[config.mk]
export PLATFORM = sky130hd
export DESIGN_NAME = fpkd_front_panel
export DESIGN_NICKNAME = d
export VERILOG_FILES = /design/src/design/fpkd_front_panel.v
export VERILOG_INCLUDE_DIRS = /design/src /design/src/design
export SDC_FILE = /design/constraint.sdc
export NUM_CORES = 1
export LEC_CHECK = 0
export ABC_AREA = 1
export BUFFER_PORTS_ARGS = -buffer_cell sky130_fd_sc_hd__buf_2
export CAP_MARGIN = 20
export CORE_MARGIN = 4
export CORE_UTILIZATION = 45
export DETAILED_ROUTE_END_ITERATION = 8
export REMOVE_ABC_BUFFERS = 1
export SLEW_MARGIN = 20
export SYNTH_ARGS = -nofsm -noshare
export SYNTH_HDL_FRONTEND = slang
export SYNTH_SLANG_ARGS = --single-unit
[constraint.sdc]
create_clock -name clk_sys -period 5.65 [get_ports clk_sys]
set_input_delay 1.13 -clock clk_sys [delete_from_list [all_inputs] [get_ports clk_sys]]
set_output_delay 1.13 -clock clk_sys [all_outputs]
set_load 0.005 [all_outputs]
[src/design/fpkd_map.vh]
/*
  constants for the front panel keypad and display block:
  key codes, screen states, branch codes and timing counts.
  assumes a 40 MHz system clock.
*/
`ifndef FPKD_MAP_VH
`define FPKD_MAP_VH

// ----------------------------------------
// clock and timing
// ----------------------------------------
`define FPKD_CLK_HZ 40000000
`define FPKD_DEBOUNCE_US 10
`define FPKD_DEBOUNCE_CYC ((`FPKD_CLK_HZ / 1000000) * `FPKD_DEBOUNCE_US)
`define FPKD_REPEAT_DELAY_MS 1000
`define FPKD_REPEAT_DELAY_CYC ((`FPKD_CLK_HZ / 1000) * `FPKD_REPEAT_DELAY_MS)
`define FPKD_REPEAT_RATE_HZ 15
`define FPKD_REPEAT_CYC (`FPKD_CLK_HZ / `FPKD_REPEAT_RATE_HZ)
`define FPKD_BLINK_HALF_MS 500
`define FPKD_BLINK_HALF_CYC ((`FPKD_CLK_HZ / 1000) * `FPKD_BLINK_HALF_MS)
`define FPKD_SAVER_S 38'd3600 // sized so an hour of cycles fits
`define FPKD_SAVER_CYC (`FPKD_CLK_HZ * `FPKD_SAVER_S)
`define FPKD_SCROLL_MS 250
`define FPKD_SCROLL_CYC ((`FPKD_CLK_HZ / 1000) * `FPKD_SCROLL_MS)

// ----------------------------------------
// key indices
// ----------------------------------------
`define FPKD_KEY_UP 0
`define FPKD_KEY_DOWN 1
`define FPKD_KEY_RIGHT 2
`define FPKD_KEY_LEFT 3
`define FPKD_KEY_ACCEPT 4
`define FPKD_KEY_CANCEL 5
`define FPKD_NUM_KEYS 6

// ----------------------------------------
// display geometry and cursor styles
// ----------------------------------------
`define FPKD_LINE_CHARS 24
`define FPKD_CUR_NONE 2'h0
`define FPKD_CUR_BLOCK 2'h1
`define FPKD_CUR_UNDER 2'h2

// ----------------------------------------
// screens and branches
// ----------------------------------------
`define FPKD_SCR_WELCOME 3'h0
`define FPKD_SCR_TOP 3'h1
`define FPKD_SCR_BRANCH 3'h2
`define FPKD_SCR_EDIT 3'h3
`define FPKD_SCR_SAVER 3'h4
`define FPKD_BR_CONFIG 3'h0
`define FPKD_BR_INFORMATION_BRANCH 3'h1
`define FPKD_BR_MONITOR 3'h2
`define FPKD_BR_STORE 3'h3
`define FPKD_BR_UTILITY 3'h4
`define FPKD_BR_LAST 3'h4
`define FPKD_FIELD_DIGITS 3'h4
`define FPKD_VALUE_RESET 8'h00

`endif

[src/design/fpkd_front_panel.v]
/*
  front panel keypad and display controller: debounce, auto-repeat,
  menu navigation, value edit, cursor blink, screen saver.
  assumes raw active-low key pins from a membrane keypad and a
  remote-mode level from another clock domain.
*/
`timescale 1ns/1ps
`include "fpkd_map.vh"

module fpkd_front_panel #(
  parameter DEBOUNCE_CYC = `FPKD_DEBOUNCE_CYC,
  parameter REPEAT_DELAY_CYC = `FPKD_REPEAT_DELAY_CYC,
  parameter REPEAT_CYC = `FPKD_REPEAT_CYC,
  parameter BLINK_HALF_CYC = `FPKD_BLINK_HALF_CYC,
  parameter SAVER_CYC = `FPKD_SAVER_CYC,
  parameter SCROLL_CYC = `FPKD_SCROLL_CYC
) (
  input wire clk_sys,
  input wire rst_b,
  input wire [5:0] key_pin_b,
  input wire remote_mode,
  output reg [2:0] screen,
  output reg [2:0] branch_sel,
  output reg [2:0] cursor_pos,
  output reg [1:0] cursor_style,
  output reg cursor_on,
  output reg [7:0] edit_value,
  output reg [7:0] committed_value,
  output reg commit_strobe,
  output reg edit_refused,
  output reg [4:0] scroll_offset,
  output reg [5:0] key_action
);

  // ----------------------------------------
  // key input synchronisers and debounce
  // ----------------------------------------
  reg [5:0] key_meta;
  reg [5:0] key_sync;
  reg [5:0] key_stable;
  reg [5:0] key_prev;
  reg [31:0] db_cnt [0:5];
  reg [31:0] rep_cnt [0:5];
  reg [5:0] rep_armed;
  reg [5:0] act;
  reg rm_meta;
  reg rm_sync;

  // two flops on each pin, pressed is high
  always @(posedge clk_sys) begin
    if (!rst_b) begin
      key_meta <= 6'h00;
      key_sync <= 6'h00;
      rm_meta <= 1'b0;
      rm_sync <= 1'b0;
    end else begin
      key_meta <= ~key_pin_b;
      key_sync <= key_meta;
      rm_meta <= remote_mode;
      rm_sync <= rm_meta;
    end
  end

  genvar gi;
  generate
    for (gi = 0; gi < `FPKD_NUM_KEYS; gi = gi + 1) begin : g_key
      always @(posedge clk_sys) begin
        if (!rst_b) begin
          db_cnt[gi] <= 32'h0;
          key_stable[gi] <= 1'b0;
        end else if (key_sync[gi] == key_stable[gi]) begin
          db_cnt[gi] <= 32'h0;
        end else if (db_cnt[gi] >= DEBOUNCE_CYC - 1) begin
          db_cnt[gi] <= 32'h0;
          key_stable[gi] <= key_sync[gi];
        end else begin
          db_cnt[gi] <= db_cnt[gi] + 32'h1;
        end
      end

      always @(posedge clk_sys) begin
        if (!rst_b) begin
          rep_cnt[gi] <= 32'h0;
          rep_armed[gi] <= 1'b0;
          act[gi] <= 1'b0;
          key_prev[gi] <= 1'b0;
        end else begin
          key_prev[gi] <= key_stable[gi];
          act[gi] <= 1'b0;
          if (!key_stable[gi]) begin
            rep_cnt[gi] <= 32'h0;
            rep_armed[gi] <= 1'b0;
          end else if (!key_prev[gi]) begin
            act[gi] <= 1'b1; // first action on press
            rep_cnt[gi] <= 32'h0;
          end else if (!rep_armed[gi] && rep_cnt[gi] >= REPEAT_DELAY_CYC - 1) begin
            rep_armed[gi] <= 1'b1;
            rep_cnt[gi] <= 32'h0;
            act[gi] <= 1'b1;
          end else if (rep_armed[gi] && rep_cnt[gi] >= REPEAT_CYC - 1) begin
            rep_cnt[gi] <= 32'h0;
            act[gi] <= 1'b1;
          end else begin
            rep_cnt[gi] <= rep_cnt[gi] + 32'h1;
          end
        end
      end
    end
  endgenerate

  // ----------------------------------------
  // display buffer
  // ----------------------------------------
  // two lines of 24 characters
  reg [7:0] text_buf [0:2*`FPKD_LINE_CHARS-1];

  // cursor limit for a screen
  function [2:0] fpkd_max_pos;
    input [2:0] scr;
    begin
      case (scr)
        `FPKD_SCR_TOP: fpkd_max_pos = `FPKD_BR_LAST;
        `FPKD_SCR_EDIT: fpkd_max_pos = `FPKD_FIELD_DIGITS - 3'h1;
        default: fpkd_max_pos = 3'h0;
      endcase
    end
  endfunction

  // ----------------------------------------
  // timers: blink, saver, scroll
  // ----------------------------------------
  reg [31:0] blink_cnt;
  reg [37:0] idle_cnt; // one hour needs 38 bits at 40 MHz
  reg [31:0] scroll_cnt;
  reg [2:0] saved_screen;
  wire any_act = |act;

  // half-second toggle gives one blink per second
  always @(posedge clk_sys) begin
    if (!rst_b) begin
      blink_cnt <= 32'h0;
      cursor_on <= 1'b1;
    end else if (blink_cnt >= BLINK_HALF_CYC - 1) begin
      blink_cnt <= 32'h0;
      cursor_on <= ~cursor_on;
    end else begin
      blink_cnt <= blink_cnt + 32'h1;
    end
  end

  // ----------------------------------------
  // menu state machine
  // ----------------------------------------
  always @(posedge clk_sys) begin
    if (!rst_b) begin
      screen <= `FPKD_SCR_WELCOME;
      saved_screen <= `FPKD_SCR_WELCOME;
      branch_sel <= `FPKD_BR_CONFIG;
      cursor_pos <= 3'h0;
      edit_value <= `FPKD_VALUE_RESET;
      committed_value <= `FPKD_VALUE_RESET;
      commit_strobe <= 1'b0;
      edit_refused <= 1'b0;
      idle_cnt <= 38'h0;
      scroll_cnt <= 32'h0;
      scroll_offset <= 5'h00;
      key_action <= 6'h00;
    end else begin
      commit_strobe <= 1'b0;
      edit_refused <= 1'b0;
      key_action <= act;
      if (any_act) begin
        idle_cnt <= 38'h0;
      end else if (idle_cnt < SAVER_CYC - 1) begin
        idle_cnt <= idle_cnt + 38'h1;
      end
      case (screen)
        `FPKD_SCR_WELCOME: begin
          if (any_act) begin
            screen <= `FPKD_SCR_TOP;
            cursor_pos <= 3'h0;
          end
        end
        `FPKD_SCR_SAVER: begin
          if (any_act) begin
            screen <= saved_screen;
          end else if (scroll_cnt >= SCROLL_CYC - 1) begin
            scroll_cnt <= 32'h0;
            if (scroll_offset == 5'd`FPKD_LINE_CHARS - 5'd1) begin
              scroll_offset <= 5'h00;
            end else begin
              scroll_offset <= scroll_offset + 5'h01;
            end
          end else begin
            scroll_cnt <= scroll_cnt + 32'h1;
          end
        end
        default: begin
          if (!any_act && idle_cnt >= SAVER_CYC - 1) begin
            saved_screen <= screen;
            screen <= `FPKD_SCR_SAVER;
            scroll_cnt <= 32'h0;
            scroll_offset <= 5'h00;
          end else begin
            if (act[`FPKD_KEY_RIGHT] && cursor_pos < fpkd_max_pos(screen)) begin
              cursor_pos <= cursor_pos + 3'h1;
            end
            if (act[`FPKD_KEY_LEFT] && cursor_pos != 3'h0) begin
              cursor_pos <= cursor_pos - 3'h1;
            end
            if (screen == `FPKD_SCR_TOP) begin
              if (act[`FPKD_KEY_ACCEPT]) begin
                branch_sel <= cursor_pos;
                screen <= `FPKD_SCR_BRANCH;
                cursor_pos <= 3'h0;
              end
            end else if (screen == `FPKD_SCR_BRANCH) begin
              if (act[`FPKD_KEY_ACCEPT]) begin
                if (branch_sel == `FPKD_BR_CONFIG && rm_sync) begin
                  edit_refused <= 1'b1;
                end else if (branch_sel == `FPKD_BR_CONFIG) begin
                  screen <= `FPKD_SCR_EDIT;
                  edit_value <= committed_value;
                  cursor_pos <= 3'h0;
                end
              end else if (act[`FPKD_KEY_CANCEL]) begin
                screen <= `FPKD_SCR_TOP;
                cursor_pos <= branch_sel;
              end
            end else if (screen == `FPKD_SCR_EDIT) begin
              if (rm_sync && (act[`FPKD_KEY_UP] || act[`FPKD_KEY_DOWN] || act[`FPKD_KEY_ACCEPT])) begin
                edit_refused <= 1'b1;
                if (act[`FPKD_KEY_ACCEPT]) begin
                  screen <= `FPKD_SCR_BRANCH;
                end
              end else if (act[`FPKD_KEY_ACCEPT]) begin
                committed_value <= edit_value;
                commit_strobe <= 1'b1;
                screen <= `FPKD_SCR_BRANCH;
                cursor_pos <= 3'h0;
              end else if (act[`FPKD_KEY_CANCEL]) begin
                edit_value <= committed_value;
                screen <= `FPKD_SCR_BRANCH;
                cursor_pos <= 3'h0;
              end else if (act[`FPKD_KEY_UP]) begin
                edit_value <= edit_value + 8'h01;
              end else if (act[`FPKD_KEY_DOWN]) begin
                edit_value <= edit_value - 8'h01;
              end
            end
          end
        end
      endcase
    end
  end

  // ----------------------------------------
  // cursor style
  // ----------------------------------------
  always @(posedge clk_sys) begin
    if (!rst_b) begin
      cursor_style <= `FPKD_CUR_NONE;
    end else begin
      case (screen)
        `FPKD_SCR_EDIT: cursor_style <= `FPKD_CUR_UNDER;
        `FPKD_SCR_TOP: cursor_style <= `FPKD_CUR_BLOCK;
        `FPKD_SCR_BRANCH: cursor_style <= `FPKD_CUR_BLOCK;
        default: cursor_style <= `FPKD_CUR_NONE;
      endcase
    end
  end

  // ----------------------------------------
  // buffer fill: blank at reset, saver text while in saver, else held
  // ----------------------------------------
  integer ci;
  // top line id, bottom status prompt
  always @(posedge clk_sys) begin
    for (ci = 0; ci < 2 * `FPKD_LINE_CHARS; ci = ci + 1) begin
      if (!rst_b) begin
        text_buf[ci] <= 8'h20;
      end else if (screen == `FPKD_SCR_SAVER) begin
        text_buf[ci] <= (ci < `FPKD_LINE_CHARS) ? 8'h49 : {7'h28, rm_sync};
      end
    end
  end

endmodule // fpkd_front_panel

==> key figures, run 1 <==
Status
  – Status: finished, final reports clean

Logic synthesis
  – Mapped Avg Cell Area: roughly 9 um2
  – Mapped Area: 27400 um2
  – Synth area leaders: edfxtp_1 42%, dfxtp_1 13%, nand2_1 7.0%
  – Post-synthesis sequential area ratio: 55.5%
  – Most used DFF post-synth: edfxtp_1
  – Synth Instances: 3053
  – Top-area cell type share of the netlist area: 42.1%
  – EDFF count, synth: 384
  – Post-synthesis async set-or-reset flop share: 0%
  – Library cells used by synthesis: 57
  – Adder-Cell Fraction of Synth Area: 1.85%
  – Post-synth top area cell: edfxtp_1
  – Synth Area in Compound Gates: between 5 and 6%
  – Mux contribution to synthesized area: 0%
  – Largest family of logic cells by synthesized area: simple AND/OR/NAND/NOR gates
  – #FFs+latches synth: 568
  – Post-Synth XOR/XNOR Area: between 5 and 6%
  – Synth Area in Simple Gates: 25.2%
  – YS warnings: 0

Setup path
  – Setup CP Type: flop to flop
  – CP Launch Type: flop
  – CP required: 6.13 ns
  – CP endpoint kind: flop
  – Worst-path fanout max: 40
  – WP data arrival: 3.40 ns

Route
  – Residual DRC count: 0
  – Final WL: 49.8 mm
  – First-pass DRT Iterations: 6
  – DRT iter0 DRCs: between 1000 and 1500
  – WL/cell: about 11 um
  – Overall via count from detail_route: roughly 20000
  – ANT nets after route: 0
  – DR vias/cell: 4.49

Job
  – MaxCap Viol Count: 0

Final layout
  – Commonest non-fill, non-tap cell in the layout: conb_1
  – Ant. Diodes: 0
  – Post-Layout Cell Count: 4524
  – Share of layout cells above drive strength 1: between 6 and 7%
  – # fillers: about 5700
  – Most frequent cells in the layout: 565 x conb_1, 514 x nand2_1, 490 x nor2_1
  – Fin nets: 3739
  – Area growth, synth to finish: 19.2%

Clock network
  – Post-cts sizing count: 0
  – CTS Buf Count: roughly 60
  – Post-CTS setup buffer count: 0
  – Maximum buffer depth of the clock tree: 3
  – CTS H-Tree Depth: 2
  – Worst-path clk slew: 0.06 ns
  – Clock Tree Root: clkbuf_16
  – TritonCTS clock tree: done
  – Clock Sinks: 568
  – Latest clock arrival within the worst-skew pair: between 0.6 and 0.7 ns
  – Hold buffer count at CTS: 0

Power and ir drop
  – Clock Power Share: between 40 and 50%
  – Internal cell power: between 7 and 8 mW
  – Power consumption: 9.27 mW
  – Power Density: 284 nW/um2
  – Sw power: 2.08 mW
  – Comb power frac: 4.7%
  – Flop pwr share: 51.1%
  – VDD IR max: 0.232 mV
  – Sw Ratio: 22.4%
  – Leak: between 10 and 15 nW

Timing
  – Slew Viols, Final: 0
  – FMAX: roughly 340 MHz
  – Final setup viols: 0
  – Slew margin rel.: 32.1%
  – Final hold violations: 0
  – Part of the cycle the worst path needs: 51.7%
  – Fin crit period: 2.92 ns
  – Clock skew: around 0.034 ns
  – Post-Route Hold Slack: 0.400 ns
  – Setup TNS: 0 ns
  – RSZ-0062 raised after global routing: no
  – Slew at the pin closest to its max-slew limit: around 1.0 ns

Floorplan
  – Area of the die: 64900 um2
  – Core area: 60400 um2
  – Initial Utilization: 45.4%
  – Width of the die: 255 um
  – Chip height: 255 um
  – I/O pin count: 50
  – Cell Rows: 90

GRT
  – Largest net degree at the start of global routing: 43
  – Antenna violations before repair: 0
  – Met2 Use GR: 26.2%
  – Global-route wire length before repair: around 87 mm
  – GRT met1 Usage: 21.7%
  – Total gr overflow: 0
  – Number of global-route vias before repair: 19168
  – GRT busiest layer: met2
  – Total GRT Usage: 15.8%
  – Met3 usage: 2.38%

Placement
  – Dpl hpwl: 35.5 mm
  – Placed cells: 4409
  – PortBufs: 49
  – Gpl congestion: 0.821

Hold path
  – Class of the worst hold path: flop to flop
## critical path: stages (launching register included)
cell	delay, ns
dfxtp_1	0.37
ha_1	0.25
nand3_1	0.14
nor2_1	0.24
nand3_1	0.17
nand3_4	0.28
nand2_4	0.11
inv_4	0.09
nand2_4	0.07
nand2_4	0.34
nand2_4	0.13
nand2_2	0.45
o22ai_1	0.12
## synth_stat cells (3+ instances only)
cell,number
o21bai_1,3
o22ai_1,3
or4_1,4
o211ai_1,13
nand3b_1,4
dfxtp_1,184
nor4_1,59
inv_2,7
nand3_1,186
a21oi_1,158
nand2_4,4
and2_1,4
a21boi_0,3
buf_2,14
nand4_1,74
o21ai_0,80
xor2_1,131
or2_2,15
nor3b_1,14
o2111ai_1,3
nor2_1,490
nand3_2,3
ha_1,39
edfxtp_1,384
a21o_1,4
and3_1,4
clkbuf_1,25
nor2_2,11
nor3_1,122
nand2_1,514
nor3_2,17
nor3_4,3
a211oi_1,3
inv_1,402
a31oi_1,11
xnor2_1,28
## routing by layer
layer / part of all wire [%] / wire [um]
met4: 2.2 / 1070
met1: 49 / 24300
met3: 3.9 / 1930
met2: 45 / 22500
met5: 0 / 0
## sequential cells by signal, summed over array words and instances (netlist names), 6 cells and up
register         flops
committed_value      8
key_prev             6
key_stable           6
db_cnt             192
blink_cnt           32
key_sync             6
act                  6
idle_cnt            38
rep_armed            6
rep_cnt            192
key_action           6
scroll_cnt          32
key_meta             6
edit_value           8
## stage by stage
stage | util [%] | setup WS, ns | instance area [um2]
after floorplan | - | 3.26 | 29300
after global placement | 50.6 | 2.50 | 30500
after detailed placement | 50.6 | 2.46 | 30500
after CTS | 54.1 | 2.68 | 32700
after global routing | 54.1 | 2.34 | 32700
final | 54.1 | 2.73 | 32700
## cells by family (layout without fill, tap and decap cells)
family                   after synthesis  after routing
AND/OR/NAND/NOR                     1537           1537
flip-flops                           568            568
AO/OA/AOI/OAI                        294            294
XOR/XNOR                             159            159
buffers and inverters                453            579
other                                  2            565
adder cells (fa/ha/maj)               40             40
## power groups by stage
stage	clock, mW	combinational (mW)	sequential, mW
2_1_floorplan	0	0.328	4.79
3_3_place_gp	0	0.428	4.82
3_5_place_dp	0	0.429	4.82
4_1_cts	4.26	0.432	4.74
5_1_grt	4.41	0.522	4.76
6_report	4.10	0.438	4.73
## cell type report
cell class	count	area, um2	area share, %
flip-flops and latches	568	15200	46.6
multi-input cells	2595	12500	38.4
clock buffers	80	1740	5.33
inverters	410	1540	4.72
well taps	782	978	3.00
clock inverters	35	364	1.11
repair buffers	54	283	0.866
## worst paths after layout
path	depth (start not counted)	end	startpoint	slack (ns)
setup / recovery	12	scroll_offset[3]	idle_cnt[0]	2.73
hold / removal	2	key_sync[5]	key_meta[5]	0.40
setup reg to reg	12	scroll_offset[3]	idle_cnt[0]	2.73
hold reg to reg	2	key_sync[5]	key_meta[5]	0.40
Note: power is estimated with default switching activity, not from simulation.
==> inputs of run 2 (changes only) <==
clock period = 2.5 ns   (was 5.65 ns; I/O delays follow)
==> run 2 against run 1 <==
Clock-buffer cell count rose by 8. Die area did not move. Final cell count rose by 1.0%. Largest cell class unchanged. Highest routed layer unchanged.
==> key figures, run 2 (synthesis results as in run 1) <==
GRT
  – Number of global-route vias before repair: 19565
  – Total GRT Usage: 16.2%
  – Antenna violations before repair: 0
  – Global-route wire length before repair: 89.0 mm
  – Largest net degree at the start of global routing: 44
  – Total gr overflow: 0

Final layout
  – Biggest regs: db_cnt x192, rep_cnt x192, idle_cnt x38
  – Area growth, synth to finish: 21.3%
  – Ant. Diodes: 0
  – Share of layout cells above drive strength 1: 7.28%
  – Final instance area: 33200 um2
  – Fin nets: 3788
  – # fillers: 5646
  – Commonest non-fill, non-tap cell in the layout: conb_1
  – Most frequent cells in the layout: 565 x conb_1, 513 x nand2_1, 482 x nor2_1
  – Final core utilization: between 50% and 60%

Setup path
  – RR Endpoint: rep_cnt[1][4]
  – WP data arrival: 2.75 ns
  – FF-to-FF setup slack: 0.19 ns
  – CP Launch Type: flop
  – Worst setup endpoint: rep_cnt[1][4]
  – R2R cell count: 12
  – Worst-path fanout max: 14
  – CP required: 2.94 ns
  – CP endpoint kind: flop
  – Setup CP Type: flop to flop
  – Crit path from: rep_cnt[1][0]
  – Reg-to-Reg Start: rep_cnt[1][0]

Placement
  – Dpl hpwl: 37.3 mm
  – PortBufs: 49
  – Pre-CTS setup slack: 0.115 ns
  – Cell Area, Placed: 30900 um2
  – Gpl congestion: about 0.86

Timing
  – Fin worst setup slack: 0.194 ns
  – Final setup viols: 0
  – Setup TNS: 0 ns
  – Slew margin rel.: between 50% and 60%
  – Slew Viols, Final: 0
  – Fin crit period: 2.31 ns
  – FMAX: 434 MHz
  – Final hold violations: 0
  – Clock skew: 0.0221 ns
  – Slew at the pin closest to its max-slew limit: 0.705 ns
  – Part of the cycle the worst path needs: 92.2%

Clock network
  – Clock Sinks: 568
  – CTS Buf Count: 67
  – Latest clock arrival within the worst-skew pair: 0.59 ns
  – Clock Tree Root: clkbuf_16
  – Maximum buffer depth of the clock tree: 3
  – TritonCTS clock tree: done
  – Worst-path clk slew: 0.05 ns
  – CTS H-Tree Depth: 3

Power and ir drop
  – Leak: 13.7 nW
  – Power Density: 643 nW/um2
  – VDD IR max: approximately 0.51 mV

Route
  – Residual DRC count: 0
  – DR vias/cell: 4.53
  – DRT iter0 DRCs: 1070
  – First-pass DRT Iterations: 5
  – Overall via count from detail_route: 20697
  – Final WL: just over 50 mm
  – WL/cell: 11.3 um
  – ANT nets after route: 0

Floorplan
  – Area of the die: 64900 um2
  – Core area: 60400 um2
  – Width of the die: 255 um
  – I/O pin count: 50
  – Chip height: approximately 250 um
  – Initial Utilization: 45.4%
  – Cell Rows: 90

Status
  – Status: finished, final reports clean

Hold path
  – Class of the worst hold path: input port to flop

Job
  – MaxCap Viol Count: 0
## run 2: repair_timing
action,4_1_cts,5_1_grt
hold buffers,0,0
setup endpoints to repair,0,63
gates resized for setup,0,20
setup buffers,0,8
## run 2: metrics by stage
stage / hold WS, ns / instances / power, mW
global route: 0.0363 / 4571 / 22.4
CTS: 0.0290 / 4563 / 21.7
floorplan: 0.390 / 3573 / 11.6
detailed placement: 0.412 / 4444 / 11.9
finish: 0.0731 / 4571 / 21.4
global placement: 0.408 / 4444 / 11.9
## run 2: layer usage
| metal | up-vias | track usage [%] | routed length, um |
|---|---|---|---|
| met4 | 0 | 4.51 | 1200 |
| li1 | 11052 | - | - |
| met1 | 9268 | 22.2 | 25100 |
| met2 | 287 | 26.8 | 23200 |
| met3 | 90 | 3.07 | 2020 |
| met5 | - | 0 | 0 |
## run 2: area by class of cell
cell class	instances	area, um2	area share, %
sequential	568	15200	45.8
clock inverter	31	284	0.855
timing repair buffer	97	713	2.15
inverter	410	1540	4.64
multi-input combinational	2595	12600	37.9
clock buffer	88	1900	5.73
tap	782	978	2.95
## run 2: report_power, final
part           internal [mW]  switching (mW)  total, mW
logic                  0.329           0.727       1.06
registers               10.5           0.251       10.7
clock network           5.87            3.74       9.61
total                   16.7            4.72       21.4
## run 2: worst min-delay path by stage
stage	to	startpoint	cells past startpoint	slack (ns)
global route	key_meta[3]	key_pin_b[3]	2	0.04
CTS	key_meta[2]	key_pin_b[2]	2	0.03
finish	key_meta[1]	key_pin_b[1]	2	0.07
global placement	key_sync[3]	key_meta[3]	2	0.41
floorplan	key_sync[0]	key_meta[0]	2	0.39
detailed placement	key_sync[2]	key_meta[2]	2	0.41
## run 2: critical path: stages (launching register included)
cell and delay, ns:
edfxtp_1 0.43, buf_4 0.16, ha_1 0.18, nor2_1 0.09, nand2_1 0.06, nand3_1 0.06
a21boi_0 0.11, o21ai_0 0.24, a21oi_1 0.09, o21ai_0 0.30, nand3_2 0.16, buf_12 0.18
nor2_1 0.10
